[config.mk]
export PLATFORM = sky130hd
export DESIGN_NAME = pm_control_status_reg
export DESIGN_NICKNAME = d
export VERILOG_FILES = /design/src/core/pm_csr_pkg.sv /design/src/core/pm_control_status_reg.sv
export SDC_FILE = /design/constraint.sdc
export NUM_CORES = 1
export LEC_CHECK = 0
export CAP_MARGIN = 10
export CORE_ASPECT_RATIO = 0.7
export CORE_MARGIN = 2
export CORE_UTILIZATION = 30
export DETAILED_ROUTE_END_ITERATION = 7
export DONT_BUFFER_PORTS = 1
export PLACE_DENSITY = 0.52
export SLEW_MARGIN = 20
export SYNTH_ARGS = -nofsm -noshare
export SYNTH_HDL_FRONTEND = slang
export SYNTH_SLANG_ARGS = --single-unit
[constraint.sdc]
create_clock -name CORE_CLK -period 2.6 [get_ports CORE_CLK]
set_input_delay 0.13 -clock CORE_CLK [delete_from_list [all_inputs] [get_ports CORE_CLK]]
set_output_delay 0.13 -clock CORE_CLK [all_outputs]
set_load 0.02 [all_outputs]
[src/core/pm_csr_pkg.sv]
// package: register map, field positions, reset values and carrier type
package pm_csr_pkg;

  // ==========================================================
  // register offsets (byte addresses)
  localparam logic [11:0] CSR_OFFSET     = 12'h0C4;
  localparam logic [11:0] IRQ_STS_OFFSET = 12'h0C8;
  localparam logic [11:0] IRQ_MSK_OFFSET = 12'h0CC;

  // ==========================================================
  // field positions inside the control/status word
  localparam int PWR_LSB      = 0;
  localparam int KEEP_BIT     = 3;
  localparam int WAKE_EN_BIT  = 8;
  localparam int WAKE_EVT_BIT = 15;

  // ==========================================================
  // power state codes and reset values
  localparam logic [1:0] PWR_D0        = 2'h0;
  localparam logic [1:0] PWR_D1        = 2'h1;
  localparam logic [1:0] PWR_D2        = 2'h2;
  localparam logic [1:0] PWR_D3HOT     = 2'h3;
  localparam logic [1:0] PWR_RESET     = 2'h0;
  localparam logic       KEEP_RESET    = 1'h1;
  localparam logic       WAKE_EN_RESET = 1'h0;
  localparam logic       WAKE_EV_RESET = 1'h0;
  localparam logic [1:0] IRQ_RESET     = 2'h0;
  localparam logic [1:0] AXI_OKAY      = 2'h0;
  localparam logic [1:0] AXI_SLVERR    = 2'h2;

  // interrupt status bits: 0 power state changed, 1 wake event
  localparam int IRQ_PWR_BIT    = 0;
  localparam int IRQ_WAKE_BIT   = 1;

  // ==========================================================
  // carrier: the block's visible power state
  typedef struct packed {
    logic [1:0] power_state_field;
    logic       context_keep_flag;
    logic       wake_msg_enable;
    logic       wake_event_flag;
  } pm_state_type;

endpackage

[src/core/pm_control_status_reg.sv]
// power management control/status register with an AXI4-Lite slave
//
// Register access over AXI4-Lite is this design's own decision.
`timescale 1ns/1ps

// Behaviour
// - bits 1:0 hold the power state, read back as stored, 0 is D0, 3 is D3hot.
// - codes 1 and 2 (D1, D2) are reserved and never become the power state.
// - bit 3 reads one after reset, reporting context kept across D3hot to D0.
// - bit 8 set permits the port to send wake messages, clear forbids them.
// - bit 8 resets to zero only on fundamental reset, not on hot reset.
// - bit 15 is set by a port-originated wake event even with bit 8 clear, W1C.
// - wake messages merely forwarded by the bridge never set bit 15.
// - in the upstream port no wake is generated and bit 15 always reads zero.
// - data select, data scale and data fields read as zero.
// - bus power state support and bus power/clock control enable read zero.
module pm_control_status_reg
#(
  parameter bit UPSTREAM = 1'b0          // port is the upstream port
)
(
  input  wire logic        CORE_CLK,      // core clock, 20 MHz
  input  wire logic        RST_N,         // fundamental reset, sync, low
  input  wire logic        HOT_RST_N,     // hot reset, sync, low
  input  wire logic        LOAD_WAKE_EN,  // loader writes wake enable
  input  wire logic        LOAD_WAKE_VAL, // value from loader
  input  wire logic        PORT_WAKE,     // port originates a wake event
  input  wire logic        FWD_WAKE,      // bridge forwards a wake message
  output pm_csr_pkg::pm_state_type PM_STATE, // current register state
  output logic             WAKE_MSG_SEND, // send a wake message
  output logic             IRQ,           // level interrupt
  input  wire logic [11:0] S_AXI_AWADDR,  // write address
  input  wire logic        S_AXI_AWVALID, // write address valid
  output logic             S_AXI_AWREADY, // write address ready
  input  wire logic [31:0] S_AXI_WDATA,   // write data
  input  wire logic [3:0]  S_AXI_WSTRB,   // write strobes
  input  wire logic        S_AXI_WVALID,  // write data valid
  output logic             S_AXI_WREADY,  // write data ready
  output logic [1:0]       S_AXI_BRESP,   // write response
  output logic             S_AXI_BVALID,  // write response valid
  input  wire logic        S_AXI_BREADY,  // write response ready
  input  wire logic [11:0] S_AXI_ARADDR,  // read address
  input  wire logic        S_AXI_ARVALID, // read address valid
  output logic             S_AXI_ARREADY, // read address ready
  output logic [31:0]      S_AXI_RDATA,   // read data
  output logic [1:0]       S_AXI_RRESP,   // read response
  output logic             S_AXI_RVALID,  // read valid
  input  wire logic        S_AXI_RREADY   // read ready
);
  import pm_csr_pkg::*;

  // ==========================================================
  // write channel state
  logic        aw_held;
  logic        w_held;
  logic [11:0] aw_addr;
  logic [31:0] w_data;
  logic [3:0]  w_strb;
  logic        bvalid;
  logic [1:0]  bresp;
  logic        next_aw_held;
  logic        next_w_held;
  logic [11:0] next_aw_addr;
  logic [31:0] next_w_data;
  logic [3:0]  next_w_strb;
  logic        next_bvalid;
  logic [1:0]  next_bresp;
  logic        wr_fire;

  // accept each channel while it is not yet held and no response waits
  assign S_AXI_AWREADY = !aw_held && !bvalid;
  assign S_AXI_WREADY  = !w_held && !bvalid;
  assign wr_fire       = aw_held && w_held && !bvalid;

  // next values of the write channel
  always_comb
  begin
    next_aw_held = aw_held;
    next_w_held  = w_held;
    next_aw_addr = aw_addr;
    next_w_data  = w_data;
    next_w_strb  = w_strb;
    next_bvalid  = bvalid;
    next_bresp   = bresp;
    if (S_AXI_AWVALID && S_AXI_AWREADY)
    begin
      next_aw_held = 1'b1;
      next_aw_addr = S_AXI_AWADDR;
    end
    if (S_AXI_WVALID && S_AXI_WREADY)
    begin
      next_w_held = 1'b1;
      next_w_data = S_AXI_WDATA;
      next_w_strb = S_AXI_WSTRB;
    end
    if (wr_fire)
    begin
      next_aw_held = 1'b0;
      next_w_held  = 1'b0;
      next_bvalid  = 1'b1;
      next_bresp   = (aw_addr == CSR_OFFSET || aw_addr == IRQ_STS_OFFSET
                      || aw_addr == IRQ_MSK_OFFSET) ? AXI_OKAY : AXI_SLVERR;
    end
    if (bvalid && S_AXI_BREADY)
      next_bvalid = 1'b0;
  end

  // register the write channel
  always_ff @(posedge CORE_CLK)
  begin
    if (!RST_N)
    begin
      aw_held <= 1'b0;
      w_held  <= 1'b0;
      aw_addr <= 12'h000;
      w_data  <= 32'h0000_0000;
      w_strb  <= 4'h0;
      bvalid  <= 1'b0;
      bresp   <= AXI_OKAY;
    end
    else
    begin
      aw_held <= next_aw_held;
      w_held  <= next_w_held;
      aw_addr <= next_aw_addr;
      w_data  <= next_w_data;
      w_strb  <= next_w_strb;
      bvalid  <= next_bvalid;
      bresp   <= next_bresp;
    end
  end

  assign S_AXI_BVALID = bvalid;
  assign S_AXI_BRESP  = bresp;

  // ==========================================================
  // register state
  logic [1:0] pwr_state;
  logic       keep_flag;
  logic       wake_en;
  logic       wake_evt;
  logic [1:0] irq_sts;
  logic [1:0] irq_msk;
  logic [1:0] next_pwr_state;
  logic       next_wake_en;
  logic       next_wake_evt;
  logic [1:0] next_irq_sts;
  logic [1:0] next_irq_msk;
  logic       wr_pm;
  logic       own_wake;
  logic       ps_changed;

  assign wr_pm    = wr_fire && aw_addr == CSR_OFFSET;
  // only the port's own event counts, never a forwarded one
  assign own_wake = PORT_WAKE && !UPSTREAM;

  // next values of the register fields
  always_comb
  begin
    next_pwr_state = pwr_state;
    next_wake_en  = wake_en;
    next_wake_evt = wake_evt;
    next_irq_msk  = irq_msk;
    ps_changed    = 1'b0;
    if (wr_pm && w_strb[0])
    begin
      // reserved codes leave the state alone
      if (w_data[1:0] == PWR_D0 || w_data[1:0] == PWR_D3HOT)
      begin
        next_pwr_state = w_data[1:0];
        ps_changed     = (w_data[1:0] != pwr_state);
      end
    end
    if (wr_pm && w_strb[1])
    begin
      next_wake_en = w_data[WAKE_EN_BIT];
      if (w_data[WAKE_EVT_BIT])
        next_wake_evt = 1'b0;
    end
    if (LOAD_WAKE_EN)
      next_wake_en = LOAD_WAKE_VAL;
    // set wins over a clearing write in the same cycle
    if (own_wake)
      next_wake_evt = 1'b1;
    if (UPSTREAM)
      next_wake_evt = 1'b0;
    if (wr_fire && aw_addr == IRQ_MSK_OFFSET && w_strb[0])
      next_irq_msk = w_data[1:0];
    next_irq_sts = irq_sts;
    if (wr_fire && aw_addr == IRQ_STS_OFFSET && w_strb[0])
      next_irq_sts = irq_sts & ~w_data[1:0];
    if (ps_changed)
      next_irq_sts[IRQ_PWR_BIT] = 1'b1;
    if (own_wake)
      next_irq_sts[IRQ_WAKE_BIT] = 1'b1;
  end

  // hot reset returns the power state only; sticky bits survive it
  always_ff @(posedge CORE_CLK)
  begin
    if (!RST_N)
    begin
      pwr_state <= PWR_RESET;
      keep_flag <= KEEP_RESET;
      wake_en   <= WAKE_EN_RESET;
      wake_evt  <= WAKE_EV_RESET;
      irq_sts   <= IRQ_RESET;
      irq_msk   <= IRQ_RESET;
    end
    else
    begin
      pwr_state <= HOT_RST_N ? next_pwr_state : PWR_RESET;
      keep_flag <= KEEP_RESET;
      wake_en   <= next_wake_en;
      wake_evt  <= next_wake_evt;
      irq_sts   <= next_irq_sts;
      irq_msk   <= next_irq_msk;
    end
  end

  assign PM_STATE      = '{pwr_state, keep_flag, wake_en, wake_evt};
  assign WAKE_MSG_SEND = own_wake && wake_en;
  assign IRQ           = |(irq_sts & irq_msk);

  // ==========================================================
  // read channel
  logic        rvalid;
  logic [31:0] rdata;
  logic [1:0]  rresp;
  logic        next_rvalid;
  logic [31:0] next_rdata;
  logic [1:0]  next_rresp;
  logic [31:0] pm_word;

  // unimplemented fields are constant zero
  always_comb
  begin
    pm_word = 32'h0000_0000;
    pm_word[PWR_LSB +: 2]     = pwr_state;
    pm_word[KEEP_BIT]         = keep_flag;
    pm_word[WAKE_EN_BIT]      = wake_en;
    pm_word[WAKE_EVT_BIT]     = wake_evt;
  end

  assign S_AXI_ARREADY = !rvalid;

  // next values of the read channel
  always_comb
  begin
    next_rvalid = rvalid;
    next_rdata  = rdata;
    next_rresp  = rresp;
    if (S_AXI_ARVALID && !rvalid)
    begin
      next_rvalid = 1'b1;
      next_rresp  = AXI_OKAY;
      case (S_AXI_ARADDR)
        CSR_OFFSET:     next_rdata = pm_word;
        IRQ_STS_OFFSET: next_rdata = {30'h0000_0000, irq_sts};
        IRQ_MSK_OFFSET: next_rdata = {30'h0000_0000, irq_msk};
        default:
        begin
          next_rdata = 32'h0000_0000;
          next_rresp = AXI_SLVERR;
        end
      endcase
    end
    else if (rvalid && S_AXI_RREADY)
      next_rvalid = 1'b0;
  end

  // register the read channel
  always_ff @(posedge CORE_CLK)
  begin
    if (!RST_N)
    begin
      rvalid <= 1'b0;
      rdata  <= 32'h0000_0000;
      rresp  <= AXI_OKAY;
    end
    else
    begin
      rvalid <= next_rvalid;
      rdata  <= next_rdata;
      rresp  <= next_rresp;
    end
  end

  assign S_AXI_RVALID = rvalid;
  assign S_AXI_RDATA  = rdata;
  assign S_AXI_RRESP  = rresp;

  // ==========================================================
  // assertions
  a_power_state_field_legal: assert property (@(posedge CORE_CLK) disable iff (!RST_N)
    pwr_state != PWR_D1 && pwr_state != PWR_D2)
    else $error("power state holds a reserved code");
  a_reserved_kept: assert property (@(posedge CORE_CLK) disable iff (!RST_N)
    (wr_pm && w_strb[0] && w_data[1] != w_data[0] && HOT_RST_N)
      |=> pwr_state == $past(pwr_state))
    else $error("reserved code changed the power state");
  a_power_state_field_write: assert property (@(posedge CORE_CLK) disable iff (!RST_N)
    (wr_pm && w_strb[0] && w_data[1] == w_data[0] && HOT_RST_N)
      |=> pwr_state == $past(w_data[1:0]))
    else $error("legal power state write lost");
  a_keep_one: assert property (@(posedge CORE_CLK) disable iff (!RST_N)
    pm_word[KEEP_BIT])
    else $error("context keep flag not one");
  a_wake_gate: assert property (@(posedge CORE_CLK) disable iff (!RST_N)
    WAKE_MSG_SEND == (PORT_WAKE && !UPSTREAM && wake_en))
    else $error("wake message not gated by enable");
  a_hot_sticky: assert property (@(posedge CORE_CLK) disable iff (!RST_N)
    (!HOT_RST_N && !wr_pm && !LOAD_WAKE_EN) |=> $stable(wake_en))
    else $error("hot reset disturbed wake enable");
  a_event_sets: assert property (@(posedge CORE_CLK) disable iff (!RST_N)
    (PORT_WAKE && !UPSTREAM) |=> wake_evt)
    else $error("own wake event did not set status");
  a_fwd_no_set: assert property (@(posedge CORE_CLK) disable iff (!RST_N)
    (FWD_WAKE && !PORT_WAKE && !wake_evt) |=> !wake_evt)
    else $error("forwarded wake set status");
  a_upstream_zero: assert property (@(posedge CORE_CLK) disable iff (!RST_N)
    UPSTREAM |-> !wake_evt)
    else $error("upstream port shows wake status");
  a_zero_fields: assert property (@(posedge CORE_CLK) disable iff (!RST_N)
    (pm_word & 32'hFFFF_7EF4) == 32'h0000_0000)
    else $error("unimplemented field not zero");

  c_d3_entry:  cover property (@(posedge CORE_CLK) disable iff (!RST_N)
    wr_pm ##1 pwr_state == PWR_D3HOT);
  c_wake_sent: cover property (@(posedge CORE_CLK) disable iff (!RST_N)
    WAKE_MSG_SEND);
  c_irq_high:  cover property (@(posedge CORE_CLK) disable iff (!RST_N)
    IRQ);

endmodule

==> results by stage <==
CTS:
- The number of clock sinks is 37.
- Clock latency on the worst-skew pair, taken at its later pin, is 0.28 ns.
- The clock transition at the register clock pins on the worst setup and hold paths after CTS is 0.07 ns.
- The TritonCTS clock tree is built.
- The number of levels in the clock H-tree is 2.
- Post-CTS timing repair inserted 0 buffers for setup.
- Counting along the longest clock path gives a buffer depth of 2.
- The root buffer cell chosen for the clock tree is sky130_fd_sc_hd__clkbuf_8.
- Clock tree synthesis inserted a total of 5 buffers.

Final layout:
- The final standard cell count with taps included and fillers excluded is 313.
- Compared with the post-synthesis result, the final layout area differs by 9.91%.
- Once layout is complete, the utilization of the core stands at 33.8%.
- The filler cells instantiated in the layout total 656.
- The share of final-layout standard cells stronger than drive strength 1 is 6.38%.
- The count of nets after finishing is roughly 300.
- The number of antenna diodes in the final layout is 0.
- The top cell types in the final layout, fill and taps aside, are sky130_fd_sc_hd__nand2_1, sky130_fd_sc_hd__dfxtp_1, sky130_fd_sc_hd__conb_1, sky130_fd_sc_hd__a21boi_0, sky130_fd_sc_hd__dlygate4sd3_1.
- The most common cell after layout, fill and taps aside is sky130_fd_sc_hd__nand2_1.

Synth:
- The flop and latch count out of synthesis is 37.
- The distinct cell type count of the synthesized netlist is 37.
- The cell area after synthesis is 1890 um2.
- Of the post-synthesis cell area, the part taken by muxes is 4.89%.
- The mean instance size in the synthesized netlist is ~8.5 um2.
- Of the total synthesized cell area, the portion taken by full adders, half adders and majority gates is 0%.
- The fraction of the mapped netlist area in compound gates is approximately 16%.
- Of the total synthesized cell area, the portion taken by XOR and XNOR cells is 0%.
- After Yosys synthesis, and, or, nand and nor cells account for 24.9% of the synthesized area.
- Counting every instance in the synthesized netlist gives 223.
- The number of warnings reported in the yosys synthesis log is 0.
- The share of the Yosys chip area taken by registers is 39.1%.
- By area, the combinational part of the netlist is dominated by simple AND/OR/NAND/NOR gates.

STA:
- The time the worst path needs with I/O delays and setup is 1.97 ns.
- Adding up every negative setup slack in the final design gives 0 ns.
- The measured slew at the worst slew-check pin is 0.514 ns.
- Between clock sinks in the finished design, the worst skew comes to about 0.0023 ns.
- In the finished design, the share of the clock period the worst path needs comes to between 70% and 80%.
- The setup-violating endpoint count in the final report is 0.
- The upper clock frequency limit is roughly 510 MHz.
- The worst pin sits at a relative slew slack of 65.4%.
- Setup repair after global routing left no endpoint under its margin.
- The final count of hold timing violations is 0.
- The number of pins with negative max-slew slack in the final report is 0.

Drt:
- For this block, the initial DRC count from the detailed router was 58.
- Dividing the detail-routed via count by the number of cells gives 4.59.
- After detailed routing, the number of remaining DRC violations is 0.
- The highest signal layer in the routed design is met4.
- After detailed routing, the met2 layer carries 1.67 mm of wire.
- After detailed routing, the met3 layer carries 316 um of wire.
- Dividing the detail-routed wire length by the instance count gives about 13 um.
- The via count is 1437.
- In this run the remaining antenna-violating nets after routing total 0.
- The total length of routed wires is 4.18 mm.
- The count of TritonRoute iterations in the first routing pass is 4.
- The detailed-route wire length on metal 1 is 2.18 mm.

Worst setup path:
- The arrival time at the worst endpoint is 2.13 ns.
- STA classifies the critical path startpoint as a register.
- The worst setup path is of the reg2reg kind.
- In this design, the stage delay of the slowest critical-path cell is 0.54 ns.
- The startpoint of the worst-slack reg-to-reg timing path is aw_addr[8].
- For flop-to-flop paths, the worst setup slack is 0.63 ns.
- The buffering stage count on the worst path with inverters included is 0.
- Among all stages on the critical path, the largest delay is contributed by sky130_fd_sc_hd__or4_4.
- The critical path goes through or4_4 > or4_4 > nor4_1 > a31oi_1.
- The top fanout value on the critical path is 3.
- The number of cell instances on the worst register-to-register path is 4.
- The cell type with the highest occurrence count on the critical path is sky130_fd_sc_hd__or4_4.
- In this run the critical register-to-register path is captured at irq_sts[1].
- Grouping stages by cell kind, the critical path spends the most delay in simple AND/OR/NAND/NOR gates.
- STA puts the critical path data required time at 2.76 ns.
- The worst setup path is captured at a register.

Worst hold path:
- The classification of the worst-slack hold path is in2reg.
- The worst hold path passes through 2 cells.
- The hold path startpoint is S_AXI_AWADDR[1].
- The path with the worst hold slack has its endpoint at aw_addr[1].

Place:
- The final RePlAce weighted congestion is about 0.69.
- Detailed placement ended at an HPWL of roughly 3 mm.
- The quantity of I/O buffers inserted on ports is 0.
- Once placement completed, the tool counted placed cells totaling 292.

Power and ir drop:
- For this design the static power due to leakage is about 0.8 nW.
- The post-route total power is 1.21 mW.
- The worst-case IR drop observed on VDD is 229 uV.
- In this run the power density over the cells is 582 nW/um2.

Global routing:
- The via count of the first global-routing pass came to 1353.
- The wire length of the first global-routing pass is 6.70 mm.
- The total routing usage reported by global routing is around an eighth.
- Entering global routing, the biggest net connects 36 pins.
- The initial antenna violation count came to 0.
- For this run the aggregate overflow at the end of global routing stands at 0.

Die:
- The die height is 70.5 um.
- After floorplanning, the core was sized to cover 6160 um2.
- The starting density of the core is a little over 30%.
- The count of pins on the block boundary is 120.
- The floorplan step set the die width to roughly 99 um.
- The floorplan has 24 rows.
- The die outline area is roughly 7000 um2.

Status:
- The flow ran to the end, and the final reports show no timing, DRC or antenna violations.

Run:
- The number of maximum-capacitance constraint violations is 0.
-- cell usage after synthesis --
cell type,count,area [um2]
sky130_fd_sc_hd__a21boi_0,16,120
sky130_fd_sc_hd__a21boi_1,1,7.51
sky130_fd_sc_hd__a21oi_1,1,5.00
sky130_fd_sc_hd__a22o_1,3,26.3
sky130_fd_sc_hd__a31oi_1,4,25.0
sky130_fd_sc_hd__and2_1,3,18.8
sky130_fd_sc_hd__and3_1,1,6.26
sky130_fd_sc_hd__and3b_1,1,8.76
sky130_fd_sc_hd__and4_1,2,17.5
sky130_fd_sc_hd__buf_4,32,240
sky130_fd_sc_hd__clkbuf_1,7,26.3
sky130_fd_sc_hd__conb_1,2,7.51
sky130_fd_sc_hd__dfxtp_1,37,741
sky130_fd_sc_hd__inv_1,3,11.3
sky130_fd_sc_hd__mux2_2,2,22.5
sky130_fd_sc_hd__mux2i_1,7,70.1
sky130_fd_sc_hd__nand2_1,40,150
sky130_fd_sc_hd__nand2b_1,4,25.0
sky130_fd_sc_hd__nand3b_1,1,7.51
sky130_fd_sc_hd__nand4_1,3,18.8
sky130_fd_sc_hd__nand4b_1,1,8.76
sky130_fd_sc_hd__nor2_1,12,45.0
sky130_fd_sc_hd__nor2b_1,8,50.1
sky130_fd_sc_hd__nor3_1,2,10.0
sky130_fd_sc_hd__nor3b_1,1,7.51
sky130_fd_sc_hd__nor4_1,3,18.8
sky130_fd_sc_hd__nor4b_1,2,17.5
sky130_fd_sc_hd__nor4bb_1,1,10.0
sky130_fd_sc_hd__o2111ai_1,1,8.76
sky130_fd_sc_hd__o211a_1,2,20.0
sky130_fd_sc_hd__o21ai_0,10,50.1
sky130_fd_sc_hd__o22ai_1,4,25.0
sky130_fd_sc_hd__o41ai_2,1,16.3
sky130_fd_sc_hd__or3_1,1,6.26
sky130_fd_sc_hd__or4_4,2,22.5
sky130_fd_sc_hd__or4b_2,1,10.0
sky130_fd_sc_hd__or4bb_1,1,11.3
-- registers in the layout, indices dropped and copies added (netlist names) --
register / count
w_data: 4
pwr_state: 2
S_AXI_RDATA: 5
w_held: 1
irq_sts: 2
S_AXI_RRESP: 1
wake_en: 1
S_AXI_BRESP: 1
w_strb: 2
irq_msk: 2
aw_addr: 12
S_AXI_RVALID: 1
aw_held: 1
wake_evt: 1
S_AXI_BVALID: 1
-- worst max path at each step --
stage,end,slack (ns),depth (start not counted),from
CTS,irq_sts[1],0.60,4,aw_addr[8]
global route,irq_sts[1],0.56,4,aw_addr[8]
detailed placement,irq_sts[1],0.61,4,aw_addr[8]
floorplan,irq_sts[0],0.77,4,aw_addr[8]
finish,irq_sts[1],0.63,4,aw_addr[8]
global placement,irq_sts[1],0.63,4,aw_addr[8]
-- timing repair --
action | 4_1_cts | 5_1_grt
hold buffers | 13 | 1
gates resized for setup | 0 | 0
endpoints found under the hold margin | 35 | 2
setup endpoints to repair | 0 | 0
-- routing by layer --
metal,up-vias,global-route usage [%]
met4,0,2.28
met1,652,17.4
met3,2,4.90
li1,735,-
met2,48,16.6
met5,-,0
-- layout make-up --
class                      instances  area (um2)  area share (%)
clock buffer                       7        86.3            4.15
inverter                           3        11.3           0.541
multi-input combinational        172         980            47.1
tap                               78        97.6            4.69
sequential                        37         741            35.6
timing repair buffer              16         165            7.94
-- worst reg2reg max path: cells and delay by family, from the launching register on --
kind | cells | cell delay [ns]
AND/OR/NAND/NOR | 3 | 1.41
flip-flops | 1 | 0.32
AO/OA/AOI/OAI | 1 | 0.12
-- stage by stage --
step	area, um2	hold WS (ns)	setup WS, ns
5_1_grt	2080	0.00403	0.563
3_3_place_gp	1840	0.265	0.631
2_1_floorplan	2000	0.268	0.769
4_1_cts	2070	0.00133	0.602
3_5_place_dp	1840	0.269	0.609
6_report	2080	0.00666	0.627
-- cells by family after synthesis --
logic type | Yosys count
buffers and inverters | 42
other | 2
AND/OR/NAND/NOR | 90
flip-flops | 37
multiplexers | 9
AO/OA/AOI/OAI | 43
-- report_power, final --
group / internal (mW) / switching, mW / leakage, nW
Clock: 0.210 / 0.191 / 0.0443
Sequential: 0.598 / 0.0387 / 0.303
Combinational: 0.0639 / 0.109 / 0.445
Total: 0.872 / 0.339 / 0.793
(Power assumes the default switching activity.)
